`src/pkg/ppm_pkg.sv`:
```
// Function
// RULE_01: power-saving bit enters mode when autoneg, no link
// RULE_02: power-saving keeps only transmitter, energy detect, pll
// RULE_03: power-saving enable resets to disabled
// RULE_04: energy-detect powerdown enabled by writing zero
// RULE_05: pll auto-off bit stops pll in energy-detect
// RULE_06: energy-detect keeps sending periodic link pulses
// RULE_07: energy-detect disable bit resets to one
// RULE_08: power-down bit set enters power-down
// RULE_09: power-down keeps only management register access
// RULE_10: clearing power-down bit leaves power-down
// RULE_11: slow-oscillator bit swaps reference for on-chip oscillator
// RULE_12: slow oscillator plus power-down is lowest state
// RULE_13: host exits: clear slow, clear power-down, reset
// RULE_14: register logic stays clocked in every mode
package ppm_pkg;

  // ----------------------------------------------------------------
  // register indices (byte address is four times the index)
  // ----------------------------------------------------------------
  localparam logic [4:0] REG_BASIC_CTRL_IDX = 5'h00;
  localparam logic [4:0] REG_PLL_CTRL_IDX = 5'h10;
  localparam logic [4:0] REG_OSC_CTRL_IDX = 5'h11;
  localparam logic [4:0] REG_PM_STATUS_IDX = 5'h14;
  localparam logic [4:0] REG_PM_OPTION_IDX = 5'h15;
  localparam logic [4:0] REG_ENERGY_DETECT_POWERDOWN_CTRL_IDX = 5'h18;
  localparam logic [4:0] REG_PHY_CTRL2_IDX = 5'h1f;

  // address decode: word index sits in haddr[6:2]
  localparam int IDX_LSB = 2;
  localparam int IDX_MSB = 6;

  // ----------------------------------------------------------------
  // field positions
  // ----------------------------------------------------------------
  localparam int BIT_SOFT_RESET = 15;
  localparam int BIT_AN_EN = 12;
  localparam int BIT_PDOWN = 11;
  localparam int BIT_PLL_AUTO_OFF = 4;
  localparam int BIT_SLOW_OSC = 5;
  localparam int BIT_ENERGY_DETECT_POWERDOWN_DIS = 11;
  localparam int BIT_PSAVE_EN = 10;
  localparam int BIT_LP_LONG = 0;
  localparam int BIT_ST_LINK = 8;

  // ----------------------------------------------------------------
  // software-visible configuration
  // ----------------------------------------------------------------
  typedef struct packed {
    logic an_en;        // auto-negotiation enable
    logic pdown;        // power-down request
    logic pll_auto_off; // pll off while energy-detect powerdown
    logic slow_osc;     // run from on-chip slow oscillator
    logic energy_detect_powerdown_dis;     // active-low energy_detect_powerdown enable
    logic psave_en;     // power-saving enable
    logic lp_long;      // stretched link pulse interval
  } ppm_cfg_s;

  // reset values
  localparam ppm_cfg_s CFG_RESET = '{
    an_en: 1'b1, pdown: 1'b0, pll_auto_off: 1'b0, slow_osc: 1'b0,
    energy_detect_powerdown_dis: 1'b1, psave_en: 1'b0, lp_long: 1'b0};

  // block enables handed to the analog side
  typedef struct packed {
    logic rx_blocks; // every transceiver block but the three below
    logic tx;        // transmitter
    logic energy;    // energy detect
    logic pll;       // pll
    logic slow_sel;  // slow oscillator selected
    logic ref_in;    // ref_crystal_input connected
  } ppm_pwr_s;

  // power modes, one-hot
  typedef enum logic [5:0] {
    ST_NORMAL     = 6'h01,
    ST_PSAVE      = 6'h02,
    ST_ENERGY_DETECT_POWERDOWN       = 6'h04,
    ST_ENERGY_DETECT_POWERDOWN_PLL   = 6'h08,
    ST_PDOWN      = 6'h10,
    ST_PDOWN_SLOW = 6'h20
  } ppm_state_e;

  // ----------------------------------------------------------------
  // timing
  // ----------------------------------------------------------------
  localparam int CLK_PERIOD_NS = 10;
  localparam int LP_INTERVAL_MS = 16;
  localparam int LP_CYCLES_DFLT = LP_INTERVAL_MS * 1000000 / CLK_PERIOD_NS;
  localparam int LP_LONG_FACTOR = 4;

  // ahb
  localparam logic [1:0] HTRANS_NONSEQ = 2'h2;
  localparam logic [1:0] HTRANS_SEQ = 2'h3;

endpackage

```
`src/rtl/ppm_top.sv`:
```
// Chosen here: the AHB-Lite register port and the placing of the registers.
module ppm_top #(
  parameter int LP_CYCLES = ppm_pkg::LP_CYCLES_DFLT, // link pulse period
  parameter int LP_LONG = ppm_pkg::LP_LONG_FACTOR    // stretch factor
) (
  input wire logic clk,
  input wire logic reset_n,
  // ahb-lite slave
  input wire logic hsel,
  input wire logic [31:0] haddr,
  input wire logic [1:0] htrans,
  input wire logic hwrite,
  input wire logic [2:0] hsize,
  input wire logic hready,
  input wire logic [31:0] hwdata,
  output logic [31:0] hrdata,
  output logic hreadyout,
  output logic hresp,
  // line status from the receiver, asynchronous
  input wire logic link_up,
  // power control to the transceiver
  output ppm_pkg::ppm_pwr_s pwr_en,
  output ppm_pkg::ppm_state_e pm_state,
  output logic link_pulse,
  output logic soft_reset
);
  import ppm_pkg::*;

  // ----------------------------------------------------------------
  // declarations
  // ----------------------------------------------------------------
  ppm_cfg_s cfg;            // configuration bits
  logic link_meta;          // synchroniser first stage
  logic link_sync;          // synchronised link status
  logic wr_pend;            // write data phase pending
  logic [4:0] wr_idx;       // index of pending write
  logic addr_ok;            // address phase hits a word slot
  logic [4:0] addr_idx;     // index of current address phase
  logic take;               // address phase accepted
  logic [31:0] next_rdata;  // read word for current address
  ppm_state_e next_state;   // mode decided from config and line
  ppm_pwr_s next_pwr;       // enables decided from next_state
  logic [31:0] lp_count;    // link pulse interval counter
  logic [31:0] lp_limit;    // active interval length
  logic lp_run;             // pulses wanted in this mode
  logic swrst_hit;          // soft reset written this cycle

  // ----------------------------------------------------------------
  // link status synchroniser
  // ----------------------------------------------------------------
  // two flops; only the second stage feeds the mode decision
  always_ff @(posedge clk or negedge reset_n)
  begin
    if (!reset_n)
    begin
      link_meta <= 1'b0;
      link_sync <= 1'b0;
    end
    else
    begin
      link_meta <= link_up;
      link_sync <= link_meta;
    end
  end

  // ----------------------------------------------------------------
  // ahb address phase
  // ----------------------------------------------------------------
  assign addr_idx = haddr[IDX_MSB:IDX_LSB];
  // upper bits and byte offset must be zero to hit a register
  assign addr_ok = (haddr[31:IDX_MSB+1] == '0) &&
                   (haddr[IDX_LSB-1:0] == '0);
  assign take = hsel && hready &&
                (htrans == HTRANS_NONSEQ || htrans == HTRANS_SEQ);

  // latch writes for the data phase; unmapped writes are dropped
  always_ff @(posedge clk or negedge reset_n)
  begin
    if (!reset_n)
    begin
      wr_pend <= 1'b0;
      wr_idx <= '0;
    end
    else if (hready)
    begin
      wr_pend <= take && hwrite && addr_ok;
      wr_idx <= addr_idx;
    end
  end

  // zero wait state slave, always okay
  always_ff @(posedge clk or negedge reset_n)
  begin
    if (!reset_n)
    begin
      hreadyout <= 1'b0;
      hresp <= 1'b0;
    end
    else
    begin
      hreadyout <= 1'b1;
      hresp <= 1'b0;
    end
  end

  // ----------------------------------------------------------------
  // read mux
  // ----------------------------------------------------------------
  // reserved bits and unmapped words read zero; the soft reset bit
  // is self-clearing so it always reads zero
  always_comb
  begin
    next_rdata = '0;
    if (addr_ok)
    begin
      case (addr_idx)
        REG_BASIC_CTRL_IDX:
        begin
          next_rdata[BIT_AN_EN] = cfg.an_en;
          next_rdata[BIT_PDOWN] = cfg.pdown;
        end
        REG_PLL_CTRL_IDX:
          next_rdata[BIT_PLL_AUTO_OFF] = cfg.pll_auto_off;
        REG_OSC_CTRL_IDX:
          next_rdata[BIT_SLOW_OSC] = cfg.slow_osc;
        REG_ENERGY_DETECT_POWERDOWN_CTRL_IDX:
          next_rdata[BIT_ENERGY_DETECT_POWERDOWN_DIS] = cfg.energy_detect_powerdown_dis;
        REG_PHY_CTRL2_IDX:
          next_rdata[BIT_PSAVE_EN] = cfg.psave_en;
        REG_PM_OPTION_IDX:
          next_rdata[BIT_LP_LONG] = cfg.lp_long;
        REG_PM_STATUS_IDX:
        begin
          // live mode and line status for software
          next_rdata[5:0] = pm_state;
          next_rdata[BIT_ST_LINK] = link_sync;
        end
        default:
          next_rdata = '0;
      endcase
    end
  end

  // read data captured at the address phase, stands in the data phase
  always_ff @(posedge clk or negedge reset_n)
  begin
    if (!reset_n)
      hrdata <= '0;
    else if (take && !hwrite)
      hrdata <= next_rdata;
  end

  // ----------------------------------------------------------------
  // configuration registers
  // ----------------------------------------------------------------
  assign swrst_hit = wr_pend && (wr_idx == REG_BASIC_CTRL_IDX) &&
                     hwdata[BIT_SOFT_RESET];

  // this process runs on clk in every mode, so a write always gets
  // through even while the pll or reference input is stopped
  always_ff @(posedge clk or negedge reset_n) // RULE_14
  begin
    if (!reset_n)
      cfg <= CFG_RESET; // RULE_03 RULE_07
    else if (swrst_hit)
      // a soft reset returns every bit to its power-up value, which
      // finishes the host's exit sequence from the lowest state
      cfg <= CFG_RESET; // RULE_13
    else if (wr_pend)
    begin
      case (wr_idx)
        REG_BASIC_CTRL_IDX:
        begin
          cfg.an_en <= hwdata[BIT_AN_EN];
          cfg.pdown <= hwdata[BIT_PDOWN]; // RULE_08 RULE_10
        end
        REG_PLL_CTRL_IDX:
          cfg.pll_auto_off <= hwdata[BIT_PLL_AUTO_OFF]; // RULE_05
        REG_OSC_CTRL_IDX:
          cfg.slow_osc <= hwdata[BIT_SLOW_OSC]; // RULE_11
        REG_ENERGY_DETECT_POWERDOWN_CTRL_IDX:
          cfg.energy_detect_powerdown_dis <= hwdata[BIT_ENERGY_DETECT_POWERDOWN_DIS]; // RULE_04
        REG_PHY_CTRL2_IDX:
          cfg.psave_en <= hwdata[BIT_PSAVE_EN]; // RULE_01
        REG_PM_OPTION_IDX:
          cfg.lp_long <= hwdata[BIT_LP_LONG];
        default:
          cfg <= cfg; // read-only or unmapped
      endcase
    end
  end

  // soft reset strobe to the rest of the transceiver
  always_ff @(posedge clk or negedge reset_n)
  begin
    if (!reset_n)
      soft_reset <= 1'b0;
    else
      soft_reset <= swrst_hit; // RULE_13
  end

  // ----------------------------------------------------------------
  // mode decision
  // ----------------------------------------------------------------
  // power-down outranks the cable-driven modes; the energy-detect
  // mode outranks power-saving; it saves more only with the pll auto-off bit set
  always_comb
  begin
    next_state = ST_NORMAL;
    if (cfg.pdown)
    begin
      if (cfg.slow_osc)
        next_state = ST_PDOWN_SLOW; // RULE_12
      else
        next_state = ST_PDOWN; // RULE_08
    end
    else if (cfg.an_en && !link_sync)
    begin
      if (!cfg.energy_detect_powerdown_dis)
      begin
        if (cfg.pll_auto_off)
          next_state = ST_ENERGY_DETECT_POWERDOWN_PLL; // RULE_05
        else
          next_state = ST_ENERGY_DETECT_POWERDOWN; // RULE_04
      end
      else if (cfg.psave_en)
        next_state = ST_PSAVE; // RULE_01
    end
  end

  // enables for the chosen mode
  always_comb
  begin
    next_pwr = '0;
    // oscillator source follows its bit in every mode
    next_pwr.slow_sel = cfg.slow_osc; // RULE_11
    next_pwr.ref_in = !cfg.slow_osc; // RULE_11
    case (next_state)
      ST_NORMAL:
      begin
        next_pwr.rx_blocks = 1'b1;
        next_pwr.tx = 1'b1;
        next_pwr.energy = 1'b1;
        next_pwr.pll = 1'b1;
      end
      ST_PSAVE:
      begin
        // receive side dark, keep what listens for a cable
        next_pwr.tx = 1'b1; // RULE_02
        next_pwr.energy = 1'b1; // RULE_02
        next_pwr.pll = 1'b1; // RULE_02
      end
      ST_ENERGY_DETECT_POWERDOWN:
      begin
        next_pwr.tx = 1'b1;
        next_pwr.energy = 1'b1;
        next_pwr.pll = 1'b1;
      end
      ST_ENERGY_DETECT_POWERDOWN_PLL:
      begin
        // pll off; only transmitter and energy detect stay
        next_pwr.tx = 1'b1; // RULE_05
        next_pwr.energy = 1'b1; // RULE_05
      end
      ST_PDOWN:
        next_pwr.rx_blocks = 1'b0; // RULE_09
      ST_PDOWN_SLOW:
      begin
        // lowest state: nothing but the register slave runs
        next_pwr.slow_sel = 1'b1; // RULE_12
        next_pwr.ref_in = 1'b0; // RULE_12
      end
      default:
        next_pwr = '0;
    endcase
  end

  // registered mode and enables
  always_ff @(posedge clk or negedge reset_n)
  begin
    if (!reset_n)
    begin
      pm_state <= ST_NORMAL;
      pwr_en <= '0;
    end
    else
    begin
      pm_state <= next_state;
      pwr_en <= next_pwr; // RULE_02 RULE_09
    end
  end

  // ----------------------------------------------------------------
  // link pulse generator
  // ----------------------------------------------------------------
  // both energy-detect states send pulses so two sleeping ends can
  // still find each other; the long option trades wake latency for
  // power
  assign lp_run = (pm_state == ST_ENERGY_DETECT_POWERDOWN) ||
                  (pm_state == ST_ENERGY_DETECT_POWERDOWN_PLL); // RULE_06
  assign lp_limit = cfg.lp_long ? 32'(LP_CYCLES * LP_LONG) :
                                  32'(LP_CYCLES);

  // interval counter restarts whenever pulses are not wanted
  always_ff @(posedge clk or negedge reset_n)
  begin
    if (!reset_n)
      lp_count <= '0;
    else if (!lp_run || lp_count >= lp_limit - 32'h1)
      lp_count <= '0;
    else
      lp_count <= lp_count + 32'h1;
  end

  // one-cycle pulse at the end of each interval
  always_ff @(posedge clk or negedge reset_n)
  begin
    if (!reset_n)
      link_pulse <= 1'b0;
    else
      link_pulse <= lp_run && (lp_count == lp_limit - 32'h1); // RULE_06
  end

endmodule

```
`config.mk`:
```
export PLATFORM = sky130hd
export DESIGN_NAME = ppm_top
export DESIGN_NICKNAME = d
export VERILOG_FILES = /design/src/pkg/ppm_pkg.sv /design/src/rtl/ppm_top.sv
export SDC_FILE = /design/constraint.sdc
export NUM_CORES = 1
export LEC_CHECK = 0
export BUFFER_PORTS_ARGS = -buffer_cell sky130_fd_sc_hd__buf_2
export CAP_MARGIN = 20
export CORE_MARGIN = 10
export CORE_UTILIZATION = 40
export DETAILED_ROUTE_END_ITERATION = 8
export PLACE_DENSITY = 0.71
export SLEW_MARGIN = 10
export SYNTH_ARGS = -nofsm -noshare
export SYNTH_HDL_FRONTEND = slang
export SYNTH_SLANG_ARGS = --single-unit
export TNS_END_PERCENT = 20
```
`constraint.sdc`:
```
create_clock -name clk -period 2.3 [get_ports clk]
set_input_delay 0.575 -clock clk [delete_from_list [all_inputs] [get_ports clk]]
set_output_delay 0.575 -clock clk [all_outputs]
set_load 0.03 [all_outputs]
```
==> impl_metrics.toml, run 1 <==
[outcome]
status = "complete, no violations"

[synthesis]
synth_top_family_by_area = "simple AND/OR/NAND/NOR gates"
yosys_warnings = 0
synthAdderAreaFrac = 0.0382
ys_seq_elements = 71
async_reset_ff_frac = 1.00
synthMuxAreaShare = 0.0181
ys_seq_area_frac = 0.495
ys_types = 55
synth_cells = 341
synth.avg_cell_area_um2 = 10.6
synthFlopType = "dfrtp_1"
synth_edf_count = 0
syn-cell-area_um2 = 3600
synthXorXnorAreaFrac = 0.0341
synth_simple_gate_area_frac = 0.224
synth_compound_area_frac = 0.109

[power_and_ir_drop]
p_per_area_nw_per_um2 = 562
vdd_ir_drop_max_uv = 287
p_leak_nw = 1.91

[cts]
tritoncts = "built"
clock-sinks = 71
ctsResizeCount = 0
cts_max_path_buffers = 2
clockRootBuffer = "clkbuf_8"
htreeDepth = 3
cts_hold_buf = 0
path_clk_slew_ns = 0.07
insertion_delay_ns = 0.34
cts_buffers = 9
post_cts.repair.setup_buffers = 0

[run]
cap_violations = 0

[sta]
worst_slack_ns = 0.176
fin_tns_setup_ns = 0
finalHoldViolations = 0
slew_violations = 0
fin_crit_ns = 2.12
skew_ns = 0.00846
slew_headroom = 0.659
finalSetupViolCount = 0
finalCritPeriodShare = 0.923
rsz0062_at_grt = "no"
worst_pin_slew_ns = 0.504
fmax_mhz = 471

[detailed_routing]
drcViolationCount = 0
routed_wl_um = 8410
vias_per_cell = 5.42
antenna_left = 0
firstDrtPassIters = 4
vias = 2893
drt_iter0_markers = 156
avgRoutedWirePerCell_um = 15.8

[die]
core-area_um2 = 8720
fp-row-count = 34
die_w_um = 115
die_h_um = 115
die_area_um2 = 13200
io_pins = 123
start_util = 0.413

[hold_path]
hp-class = "in -> async"

[setup_path]
start_kind = "flop"
crit_path_end_kind = "flop"
cp_max_fo = 12
cp_top_family = "simple AND/OR/NAND/NOR gates"
path_buf_inv = 2
max_stage_delay_ns = 0.49
crit_type = "reg -> reg"
crit_arrival_ns = 2.37
cpMostUsedCell = "buf_4"
cp.required_ns = 2.55
crit_slowest_cell = "or4b_1"
crit_chain = "buf_4, ha_1, and4b_1, o21ai_1, or4b_1, buf_4, a211oi_1"

[placement]
dp_slack_ns = 0.0613
place_area_um2 = 4030
port_buffers = 70
dp_hpwl_um = 6320
place.gp.congestion = 0.769

[final_layout]
nNetsFinal = 508
final_area_um2 = 4190
syn_to_final_growth_pct = 16.5
final_common_cell = "buf_2"
layout_common_cells = "70 x buf_2, 68 x dfrtp_1, 32 x conb_1, 24 x nand2_1, 22 x nor3_1"
layout-drive-gt1-share = 0.263
final.fill_count = 804
num_antenna_cells = 0

[global_routing]
grt-ovfl-total = 0
grt_usage = 0.128
grt_pass1_vias = 2860
grt_pass1_wl_um = 13600
antenna_found_initial = 0
grt_max_degree = 72
[metal layers]
metal	vias up	wire length (µm)	global-route usage
li1	1377	-	-
met3	11	594	0.0333
met5	-	0	0
met4	0	163	0.0594
met2	80	4100	0.212
met1	1425	3550	0.150
[through the flow]
stage                     utilization  hold WS (ns)  power [mW]  cells
after detailed placement        0.462         0.339        1.54    519
after floorplan                     -         0.279        1.47    371
after global routing            0.481         0.266        2.47    534
final                           0.481         0.251        2.36    534
after global placement          0.462         0.337        1.53    519
after CTS                       0.480         0.252        2.39    534
[path summary, 6_finish.rpt]
check	endpoint	slack, ns	depth (start not counted)	from
setup reg to reg	lp_count[15]	0.18	7	cfg[0]
hold / removal	soft_reset	0.25	2	reset_n
hold reg to reg	link_sync	0.35	0	link_meta
max in group asynchronous	pm_state[0]	1.71	2	reset_n
setup / recovery	lp_count[15]	0.18	7	cfg[0]
min in group clk	link_meta	0.34	1	link_up
[synthesized netlist by cell type (3+ instances only)]
master | count | area share
nor4bb_1 | 3 | 0.0083
nor3_1 | 22 | 0.031
xor2_1 | 7 | 0.017
nand4_1 | 9 | 0.016
dfstp_2 | 3 | 0.022
xnor2_1 | 7 | 0.017
clkbuf_1 | 10 | 0.010
nand2_1 | 24 | 0.025
ha_1 | 11 | 0.038
buf_4 | 24 | 0.050
nor2_1 | 10 | 0.010
and4_1 | 3 | 0.0073
inv_1 | 8 | 0.0083
and3_1 | 8 | 0.014
a32o_1 | 7 | 0.019
nor4_1 | 15 | 0.026
a21oi_1 | 6 | 0.0083
nor4b_1 | 3 | 0.0073
buf_2 | 3 | 0.0042
o21ai_0 | 9 | 0.013
or3_2 | 3 | 0.0063
o31ai_1 | 7 | 0.015
a211oi_1 | 5 | 0.010
nand3_1 | 12 | 0.017
mux2_2 | 4 | 0.013
a22o_1 | 4 | 0.0097
dfrtp_1 | 68 | 0.47
or4_1 | 3 | 0.0063
[cell type report]
| cell class | count | area [µm²] | share of cell area |
|---|---|---|---|
| sequential | 71 | 1780 | 0.425 |
| multi-input combinational | 253 | 1660 | 0.396 |
| timing repair buffer | 79 | 430 | 0.103 |
| clock buffer | 14 | 153 | 0.0364 |
| tap | 108 | 135 | 0.0322 |
| inverter | 8 | 30.0 | 0.00716 |
| clock inverter | 1 | 5.00 | 0.00119 |
[power breakdown]
group	total (mW)	leakage, nW	internal [mW]	switching [mW]
combinational	0.208	0.903	0.0618	0.146
clock	0.841	0.0805	0.416	0.426
sequential	1.31	0.928	1.28	0.0271
total	2.36	1.91	1.76	0.599
[cell families after synthesis]
group,count (synthesis)
flip-flops,71
buffers and inverters,47
adder cells (fa/ha/maj),11
XOR/XNOR,14
other,2
AO/OA/AOI/OAI,53
multiplexers,6
AND/OR/NAND/NOR,137
[state kept, by name (all words and copies together) (netlist names)]
signal      cells
hrdata         10
pm_state        6
lp_count       32
link_sync       1
wr_idx          5
wr_pend         1
hreadyout       1
cfg             7
link_meta       1
pwr_en          5
link_pulse      1
soft_reset      1
No activity file was read; power rests on OpenSTA's default activity.
==> inputs of run 2 (changes only) <==
- CORE_UTILIZATION: 40 -> 44
- PLACE_DENSITY: 0.71 -> 0.76
==> impl_metrics.toml, run 2 (same netlist as run 1, synthesis figures left out) <==
[cts]
clockRootBuffer = "clkbuf_8"
cts_buffers = 9
tritoncts = "built"
insertion_delay_ns = 0.34
cts_hold_buf = 0
path_clk_slew_ns = 0.09
cts_max_path_buffers = 2
clock-sinks = 71
htreeDepth = 3

[setup_path]
cp.required_ns = 2.53
crit_type = "reg -> reg"
r2r_cells = 7
start_kind = "flop"
crit_arrival_ns = 2.44
cp_max_fo = 21
crit_path_end_kind = "flop"
rrSetupSlack_ns = 0.09

[outcome]
status = "complete, no violations"

[placement]
place_area_um2 = 4010
port_buffers = 70
placedCellCount = 512
dp_hpwl_um = 6280
dp_slack_ns = -0.153
place.gp.congestion = 0.812

[sta]
finalCritPeriodShare = 0.962
fin_tns_setup_ns = 0
rsz0062_at_grt = "no"
fmax_mhz = 452
skew_ns = 0.0103
slew_violations = 0
worst_pin_slew_ns = 0.517
worst_slack_ns = 0.0874
finalSetupViolCount = 0
slew_headroom = 0.655
fin_crit_ns = 2.21
finalHoldViolations = 0
holdWs_ns = 0.233

[global_routing]
busiest_layer = "met2"
grt_pass1_wl_um = 13800
grt-ovfl-total = 0
grt_pass1_vias = 2849
use_met1 = 0.165
use_met3 = 0.0427
grt_usage = 0.132
antenna_found_initial = 0
grt_max_degree = 44
grtUsageMet2 = 0.211

[die]
die_area_um2 = 12200
core-area_um2 = 7850
io_pins = 123
die_h_um = 110
die_w_um = 110
start_util = 0.459
fp-row-count = 32

[final_layout]
final_common_cell = "buf_2"
final_area_um2 = 4240
num_antenna_cells = 0
top_regs = "lp_count x32, hrdata x10, cfg x7"
fin_cells = 528
top_register = "lp_count"
largest_reg_flops = 32
syn_to_final_growth_pct = 17.8
layout-drive-gt1-share = 0.272
layout_common_cells = "70 x buf_2, 68 x dfrtp_1, 32 x conb_1, 24 x nand2_1, 22 x nor3_1"
nNetsFinal = 507

[detailed_routing]
routed_wl_um = 8320
antenna_left = 0
avgRoutedWirePerCell_um = 15.7
vias = 2869
vias_per_cell = 5.43
firstDrtPassIters = 4
drt_iter0_markers = 115
drcViolationCount = 0

[power_and_ir_drop]
combPwrFrac = 0.078
swShare = 0.247
p_int_mw = 1.98
p_seq_frac = 0.498
clockPowerShare = 0.424
p_per_area_nw_per_um2 = 618
vdd_ir_drop_max_uv = 381
p_leak_nw = 1.94
p_switching_mw = 0.647

[hold_path]
hp-class = "in -> async"

[run]
cap_violations = 0
-- run 2: cell types whose count changed in the layout (fill, tap and decap cells not counted) --
cell       before  now
clkbuf_1        4    0
bufinv_16       0    2
clkinv_2        1    3
buf_4           8    7
clkinv_4        0    1
-- run 2: final cells by class --
type / count / area [µm²]
Multi-Input combinational cell: 253 / 1660
Inverter: 8 / 30.0
Clock buffer: 10 / 138
Fill cell: 722 / 3610
Tap cell: 102 / 128
Timing Repair Buffer: 78 / 423
Clock inverter: 6 / 83.8
Sequential cell: 71 / 1780
-- run 2: stage by stage --
step | power, mW | utilization
after floorplan | 1.47 | -
after global placement | 1.53 | 0.511
after detailed placement | 1.53 | 0.511
after CTS | 2.63 | 0.540
after global routing | 2.72 | 0.540
final | 2.62 | 0.540
-- run 2: repair_timing --
item | 4_1_cts | 5_1_grt
setup endpoints to repair | 21 | 19
buffers inserted | 0 | 0
gates resized for setup | 2 | 1
hold endpoints to repair | 0 | 0
pin swaps | 0 | 0
-- run 2: power groups by stage --
stage          Combinational, mW  Sequential (mW)  Clock (mW)
3_5_place_dp               0.204             1.33           0
5_1_grt                    0.225             1.31        1.18
2_1_floorplan              0.133             1.33           0
3_3_place_gp               0.200             1.33           0
4_1_cts                    0.205             1.30        1.12
6_report                   0.205             1.31        1.11
-- run 2: path summary, 6_finish.rpt --
kind	startpoint	to
min in group clk	link_up	link_meta
hold / removal	reset_n	wr_idx[3]
setup reg to reg	cfg[0]	lp_count[20]
max in group asynchronous	reset_n	pm_state[0]
hold reg to reg	link_meta	link_sync
setup / recovery	cfg[0]	lp_count[20]
-- run 2: worst max-delay path: stages, from the launching register on --
cell       delay [ns]
dfrtp_1          0.42
buf_4            0.17
ha_1             0.33
and4_1           0.22
a2111oi_2        0.34
a311oi_2         0.21
buf_12           0.20
a211oi_1         0.21
-- run 2: routing by layer --
layer,vias up,part of all wire
met4,0,0.011
met1,1407,0.45
met2,73,0.48
met3,9,0.058
li1,1380,-
met5,-,0
==> inputs of run 3 (changes only) <==
- RECOVER_POWER: default -> 25
==> impl_metrics.toml, run 3 (same netlist as run 1, synthesis figures left out) <==
[setup_path]
start_kind = "flop"
cp_max_fo = 21
crit_path_end_kind = "flop"
crit_arrival_ns = 2.44
crit_type = "reg -> reg"
cp.required_ns = 2.53

[run]
cap_violations = 0

[sta]
fin_crit_ns = 2.21
fmax_mhz = 452
worst_slack_ns = 0.0882
worst_pin_slew_ns = 1.48
finalSetupViolCount = 0
finalHoldViolations = 0
skew_ns = 0.0103
finalCritPeriodShare = 0.962
rsz0062_at_grt = "no"
slew_violations = 0
holdWs_ns = 0.338
slew_headroom = 0.0118

[cts]
cts_buffers = 9
htreeDepth = 3
path_clk_slew_ns = 0.08
tritoncts = "built"
cts_max_path_buffers = 2
clock-sinks = 71
insertion_delay_ns = 0.34
clockRootBuffer = "clkbuf_8"

[placement]
place.gp.congestion = 0.812
dp_hpwl_um = 6280
dp_slack_ns = -0.153
port_buffers = 70

[outcome]
status = "complete, no violations"

[final_layout]
nNetsFinal = 507
regArea_um2 = 1780
final.fill_count = 722
top_register = "lp_count"
multiInputGateArea_um2 = 1660
largest_reg_flops = 32
layout_common_cells = "69 x buf_2, 68 x dfrtp_1, 32 x conb_1, 24 x nand2_1, 22 x nor3_1"
final_common_cell = "buf_2"
fin_util = 0.539
top_regs = "lp_count x32, hrdata x10, cfg x7"
layout-drive-gt1-share = 0.268
num_antenna_cells = 0
syn_to_final_growth_pct = 17.6

[die]
start_util = 0.459
die_h_um = 110
fp-row-count = 32
core-area_um2 = 7850
die_area_um2 = 12200
io_pins = 123
die_w_um = 110

[detailed_routing]
antenna_left = 0
firstDrtPassIters = 4
vias_per_cell = 5.43
avgRoutedWirePerCell_um = 15.7
drt_iter0_markers = 118
vias = 2867
routed_wl_um = 8310
drcViolationCount = 0

[global_routing]
grt-ovfl-total = 0
antenna_found_initial = 0
grt_pass1_wl_um = 13800
grt_max_degree = 44
grt_usage = 0.132
grt_pass1_vias = 2849

[power_and_ir_drop]
p_leak_nw = 1.93
p_per_area_nw_per_um2 = 619
vdd_ir_drop_max_uv = 381

[hold_path]
hp-class = "in -> reg"
run 3: metal layers:
metal	routed length (µm)	GRT usage	up-vias
met2	3990	0.211	76
li1	-	-	1380
met3	487	0.0427	9
met1	3730	0.165	1402
met4	94	0.0432	0
met5	0	0	-
run 3: final timing paths:
path                            from           end  slack [ns]  cells after the start
min reg2reg                link_meta     link_sync        0.36                      0
min                          link_up     link_meta        0.34                      1
max reg2reg                   cfg[0]  lp_count[20]        0.09                      7
max                           cfg[0]  lp_count[20]        0.09                      7
max in group asynchronous    reset_n     pwr_en[1]        0.72                      2
min in group asynchronous    reset_n  lp_count[24]        0.52                      2
run 3: layout make-up:
| class | instances | share of cell area |
|---|---|---|
| repair buffers | 78 | 0.0981 |
| well taps | 102 | 0.0302 |
| flip-flops and latches | 71 | 0.421 |
| multi-input cells | 253 | 0.392 |
| clock inverters | 6 | 0.0198 |
| clock buffers | 10 | 0.0325 |
| inverters | 8 | 0.00709 |
run 3: critical path, stage by stage (launching register included):
cell,delay [ns]
dfrtp_1,0.42
buf_4,0.17
ha_1,0.33
and4_1,0.22
a2111oi_2,0.34
a311oi_2,0.21
buf_12,0.20
a211oi_1,0.21
run 3: metrics by stage:
| step | setup TNS (ns) | power (mW) | instances | area (µm²) |
|---|---|---|---|---|
| 4_1_cts | 0 | 2.63 | 528 | 4240 |
| 6_report | 0 | 2.62 | 528 | 4230 |
| 2_1_floorplan | 0 | 1.47 | 371 | 3710 |
| 3_3_place_gp | 0 | 1.53 | 512 | 4010 |
| 5_1_grt | 0 | 2.72 | 528 | 4230 |
| 3_5_place_dp | -1.98 | 1.53 | 512 | 4010 |
run 3: power breakdown:
| part | internal, mW | switching [mW] | leakage [nW] |
|---|---|---|---|
| clock network | 0.637 | 0.476 | 0.116 |
| registers | 1.28 | 0.0273 | 0.928 |
| logic | 0.0587 | 0.144 | 0.889 |
run 3: timing repair:
action / in CTS / in global routing
hold buffers: 0 / 0
hold endpoints to repair: 0 / 0
setup endpoints to repair: 21 / 19
buffers inserted: 0 / 0
resized for setup: 2 / 1
